[config.mk]
export PLATFORM = sky130hd
export DESIGN_NAME = pfp_packer
export DESIGN_NICKNAME = d
export VERILOG_FILES = /design/src/pfp_pkg.sv /design/src/pfp_packer.sv /design/src/pfp_code.sv
export SDC_FILE = /design/constraint.sdc
export NUM_CORES = 1
export LEC_CHECK = 0
export BUFFER_PORTS_ARGS = -buffer_cell sky130_fd_sc_hd__buf_2
export CAP_MARGIN = 20
export CORE_MARGIN = 5
export CORE_UTILIZATION = 39
export DETAILED_ROUTE_END_ITERATION = 12
export PLACE_DENSITY_LB_ADDON = 0.25
export SLEW_MARGIN = 25
export SYNTH_ARGS = -nofsm -noshare
export SYNTH_HDL_FRONTEND = slang
export SYNTH_SLANG_ARGS = --single-unit
[constraint.sdc]
create_clock -name clk_sys -period 3.5 [get_ports clk_sys]
set_input_delay 0.175 -clock clk_sys [delete_from_list [all_inputs] [get_ports clk_sys]]
set_output_delay 0.175 -clock clk_sys [all_outputs]
set_load 0.05 [all_outputs]
[src/pfp_pkg.sv]
// Package with constants and carrier types for the pixel format packer
// Functional notes
// - YUV 4:2:2 gives four bytes per pixel pair: U, even Y, V, odd Y.
// - YUV bytes start at buffer byte zero and run on to the frame end.
// - Mono or raw 8-bit codes are unsigned, 0x00 is 0 and 0xFF is 255.
// - 16-bit codes are unsigned, low byte first, 0x0000 meaning zero.
// - A CMOS variant carries signal in the low 10 bits only, at most 0x03FF.
// - A CCD variant carries signal in the low 12 bits only, at most 0x0FFF.
// - U and V are offset binary: 0x80 is 0, 0x00 is -128, 0xFF is +127.
package pfp_pkg;

  localparam int ADDR_W       = 24;
  localparam int CMOS_BITS    = 10;
  localparam int CCD_BITS     = 12;
  localparam logic [7:0] CHROMA_ZERO = 8'h80;
  localparam logic [ADDR_W-1:0] ADDR_RST = 24'h000000;

  typedef enum logic [1:0] {
    PFP_FMT_MONO8  = 2'h0,
    PFP_FMT_MONO16 = 2'h1,
    PFP_FMT_YUV422 = 2'h2
  } pfp_fmt_t;

  // Sensor sample: level is twos-complement for chroma, unsigned otherwise
  typedef struct packed {
    logic        sof;
    logic [15:0] luma;
    logic [7:0]  cb;
    logic [7:0]  cr;
  } pfp_pix_t;

  typedef struct packed {
    logic [ADDR_W-1:0] addr;
    logic [7:0]        data;
    logic              last;
  } pfp_byte_t;

endpackage

[src/pfp_packer.sv]
// Pixel format packer: turns samples into addressed buffer bytes
`timescale 1ns/1ps
module pfp_packer #(
  parameter bit SENSOR_CCD = 1'b0
) (
  // Clock and reset
  input  wire logic              clk_sys,
  input  wire logic              rst,
  // Mode
  input  wire pfp_pkg::pfp_fmt_t fmt,
  // Pixel source
  input  wire logic              pix_valid,
  input  wire pfp_pkg::pfp_pix_t pix,
  input  wire logic              pix_last,
  output logic                   pix_ready,
  // Buffer byte write
  output logic                   byte_valid,
  output pfp_pkg::pfp_byte_t     byte_out
);
  localparam int EFF = SENSOR_CCD ? pfp_pkg::CCD_BITS : pfp_pkg::CMOS_BITS;
  localparam logic [15:0] MAX_CODE = 16'((32'h1 << EFF) - 1);

  typedef enum logic [3:0] {
    PFP_IDLE = 4'b0001,
    PFP_B1   = 4'b0010,
    PFP_B2   = 4'b0100,
    PFP_B3   = 4'b1000
  } pfp_st_t;

  typedef struct packed {
    pfp_st_t                     st;
    logic                        rdy;
    logic                        odd;
    logic                        last;
    logic [7:0]                  vsave;
    logic [15:0]                 samp;
    logic [pfp_pkg::ADDR_W-1:0]  addr;
    logic                        bv;
    pfp_pkg::pfp_byte_t          bo;
  } pfp_state_t;

  pfp_state_t s_q, s_d;
  logic [15:0] coded;

  pfp_code #(.EFF_BITS(EFF)) u_code (
    .raw   (pix.luma),
    .wide  (fmt == pfp_pkg::PFP_FMT_MONO16),
    .coded (coded)
  );

  assign pix_ready  = s_q.rdy;
  assign byte_valid = s_q.bv;
  assign byte_out   = s_q.bo;

  always_comb begin
    s_d    = s_q;
    s_d.bv = 1'b0;
    case (s_q.st)
      PFP_IDLE: begin
        if (pix_valid) begin
          s_d.bv      = 1'b1;
          s_d.last    = pix_last;
          s_d.bo.last = 1'b0;
          s_d.bo.addr = pix.sof ? pfp_pkg::ADDR_RST : s_q.addr;
          s_d.addr    = s_d.bo.addr + 24'h000001;
          if (fmt == pfp_pkg::PFP_FMT_YUV422) begin
            s_d.odd = pix.sof ? 1'b1 : ~s_q.odd;
            s_d.samp = {8'h00, pix.luma[7:0]};
            if (pix.sof || !s_q.odd) begin
              // Even pixel: U then Y then V; chroma to offset binary
              s_d.bo.data = pix.cb ^ pfp_pkg::CHROMA_ZERO;
              s_d.vsave   = pix.cr ^ pfp_pkg::CHROMA_ZERO;
              s_d.st      = PFP_B1;
            end else begin
              s_d.bo.data = pix.luma[7:0];
              s_d.bo.last = pix_last;
            end
          end else if (fmt == pfp_pkg::PFP_FMT_MONO16) begin
            s_d.samp    = coded;
            s_d.bo.data = coded[7:0];
            s_d.st      = PFP_B3;
          end else begin
            s_d.bo.data = coded[7:0];
            s_d.bo.last = pix_last;
          end
        end
      end
      PFP_B1: begin
        s_d.bv      = 1'b1;
        s_d.bo.addr = s_q.addr;
        s_d.addr    = s_q.addr + 24'h000001;
        s_d.bo.data = s_q.samp[7:0];
        s_d.st      = PFP_B2;
      end
      PFP_B2: begin
        s_d.bv      = 1'b1;
        s_d.bo.addr = s_q.addr;
        s_d.addr    = s_q.addr + 24'h000001;
        s_d.bo.data = s_q.vsave;
        s_d.bo.last = s_q.last;
        s_d.st      = PFP_IDLE;
      end
      PFP_B3: begin
        s_d.bv      = 1'b1;
        s_d.bo.addr = s_q.addr;
        s_d.addr    = s_q.addr + 24'h000001;
        s_d.bo.data = s_q.samp[15:8];
        s_d.bo.last = s_q.last;
        s_d.st      = PFP_IDLE;
      end
      default: s_d.st = PFP_IDLE;
    endcase
    // Ready from a flop, valid for the state about to be entered
    s_d.rdy = (s_d.st == PFP_IDLE);
  end

  always_ff @(posedge clk_sys) begin
    if (rst) begin
      s_q       <= '0;
      s_q.st    <= PFP_IDLE;
      s_q.rdy   <= 1'b1;
    end else begin
      s_q <= s_d;
    end
  end
endmodule // pfp_packer

[src/pfp_code.sv]
// Value coder: clips a wide sample to the effective width of the sensor, else passes the low byte
`timescale 1ns/1ps
module pfp_code #(
  parameter int EFF_BITS = 10
) (
  // Sample in and out
  input  wire logic [15:0] raw,
  input  wire logic        wide,
  output logic      [15:0] coded
);
  if (EFF_BITS < 8 || EFF_BITS > 16) begin : g_bad_width
    $error("EFF_BITS out of range");
  end

  localparam logic [15:0] MAXV = 16'((32'h1 << EFF_BITS) - 1);

  always_comb begin
    if (wide) begin
      coded = (raw > MAXV) ? MAXV : raw;
    end else begin
      coded = {8'h00, raw[7:0]};
    end
  end
endmodule // pfp_code

==> reports/results.tsv <==
metric	value	unit
Most used DFF post-synth	dfxtp_1	
crit path DAT	2680	ps
initial antenna violation count	0	
cell count after synthesis	501	
Seq/Total Area, Yosys	0.413	
Worst setup SP type	register	
fin cells	669	
Worst EP required	3760	ps
Post-synth ARST share	0	
cells taking the most area after synthesis	dfxtp_1, nor2_1, buf_4	
status	finished, final reports clean	
unrepaired setup endpoints after global routing	no	
CTS Buf Count	9	
clk_lat worst skew	380	ps
Worst Tran Pin Value	899	ps
EDFF count, synth	0	
vias in the first global route	3687	
CTS Hold Bufs	1	
first-pass GRT wire length	18800	µm
final setup margin	1080	ps
width of the die	115	µm
Static Leak	1.81	nW
n_diodes	0	
Yosys top cell area share	0.413	
Port Buffers	73	
syn nets	544	
reg-to-reg slack, setup	1080	ps
largest fanout on the critical path	16	
Cell Area, Placed	4520	µm²
Min-Delay Path Class	primary input to register	
Worst slew margin	0.399	
vias after detailed routing	3772	
GR Overflow Total	0	
largest net degree at the start of global routing	44	
Hold Vio Cnt, Final	0	
GRT Overall Usage	0.176	
Final setup viols	0	
Max-Cap Viols	0	
power per cell area	438	nW/µm²
placed cell count	652	
Die H	115	µm
fillers	1069	
# DRC	0	
Synth warnings	0	
area of the mapped netlist	4310	µm²
proportion of layout cells with a drive suffix above 1	0.219	
Layout area overhead	9.95	%
Root Buffer	clkbuf_8	
core area	10800	µm²
Total Routed Length	11100	µm
hold slack	14.3	ps
TritonCTS clock tree	done	
Detailed Route Iter0 Violations	280	
Final Wtd Congestion	0.886	
Die ar.	13300	µm²
Seq cells post-synth	89	
CP Capture Type	register	
Setup CP Type	register to register	
Power, Total	2.08	mW
Max Fclk	413	MHz
Yosys top cell by area	dfxtp_1	
Tcrit/Tclk final	0.691	
Worst VDD drop	0.288	mV
Clock Path Buffers	2	
Layout Utilization	0.437	
TritonRoute pass-1 iters	6	
design area	4740	µm²
Place WS	1090	ps
Initial Util	0.398	
Antenna Nets Post-Route	0	
H-tree Lvls	3	
Max Slew Vio Count	0	
post-DP HPWL	7740	µm
fin nets	567	
# IOs	74	
Sink Count	89	
post-cts repair resize count	0	
Unique masters post-synth	58	
Routed wire per std cell	16.6	µm
post-CTS setup buffer count	0	
clock skew	11.7	ps
Syn Area/Cell	8.61	µm²
CTS clk-pin slew, worst paths	90	ps
Final TNS setup	0	ps
via/cell ratio	5.64	
Final Critical Period	2420	ps
FP Rows	38	
[cells in the final DEF (no fill, tap or decap), drive strengths merged, types with 7 or more instances in the layout]
cell type	netlist	layout
a211oi	7	7
and2	9	9
o22ai	9	9
nor3	11	11
clkbuf	22	11
a31oi	14	14
mux2	7	7
buf	47	80
inv	6	7
nor2	69	69
a222oi	9	9
a22oi	27	27
a21oi	19	19
mux2i	8	8
nand2	36	36
dfxtp	89	89
nand3	10	10
o211ai	8	8
o21ai	24	24
[power breakdown]
part | switching [mW] | internal, mW | total (mW)
logic | 0.169 | 0.0804 | 0.250
clock network | 0.388 | 0.372 | 0.760
registers | 0.0249 | 1.04 | 1.07
[path summary, 6_finish.rpt]
kind	start	depth (start not counted)	end
worst min register to register	s_q[82]	2	s_q[82]
worst max-delay path	s_q[88]	5	s_q[44]
worst max register to register	s_q[88]	5	s_q[44]
worst min-delay path	pix[2]	3	s_q[76]
[sequential cells by signal, summed over array words and instances, names as in the netlist]
signal,flops
pix_ready,1
byte_out,33
byte_valid,1
s_q,54
[metal layers]
layer  vias to the layer above  track usage  wire, µm
li1                       1860            -         -
met5                         -            0         0
met3                        21       0.0495       658
met1                      1774        0.224      5050
met4                         0       0.0548       197
met2                       117        0.289      5200
[cells by family (layout without fill, tap and decap cells)]
kind of cell,count (synthesis),in the layout,synth area share
buf+inv,75,103,0.0995
flops,89,89,0.413
compound gates,143,143,0.237
xor+xnor,7,7,0.0142
fa+ha+maj,4,4,0.0116
simple gates,168,168,0.188
mux,15,15,0.0368
[critical path, cell delays in order, from the launching register on]
cell and delay [ps]:
dfxtp_1 480, xor2_1 200, o211ai_2 720, nand2_1 280
a31o_2 290, a2111oi_0 340
[Yosys cell counts (10+ instances only)]
| master | n |
|---|---|
| clkbuf_1 | 22 |
| a22oi_1 | 27 |
| nand2_1 | 36 |
| buf_4 | 33 |
| nor2_1 | 68 |
| dfxtp_1 | 89 |
| o21ai_0 | 21 |
| a21oi_1 | 19 |
| nor3_1 | 11 |
| buf_2 | 13 |
| a31oi_1 | 14 |
| nand3_1 | 10 |
[final cells by class]
| cell class | count | area (µm²) | area share |
|---|---|---|---|
| clock inverter | 5 | 62.6 | 0.0132 |
| sequential | 89 | 1780 | 0.376 |
| clock buffer | 11 | 151 | 0.0319 |
| timing repair buffer | 81 | 428 | 0.0902 |
| tap | 140 | 175 | 0.0369 |
| multi-input combinational | 337 | 2120 | 0.447 |
| inverter | 6 | 22.5 | 0.00475 |
(Power assumes the default switching activity.)
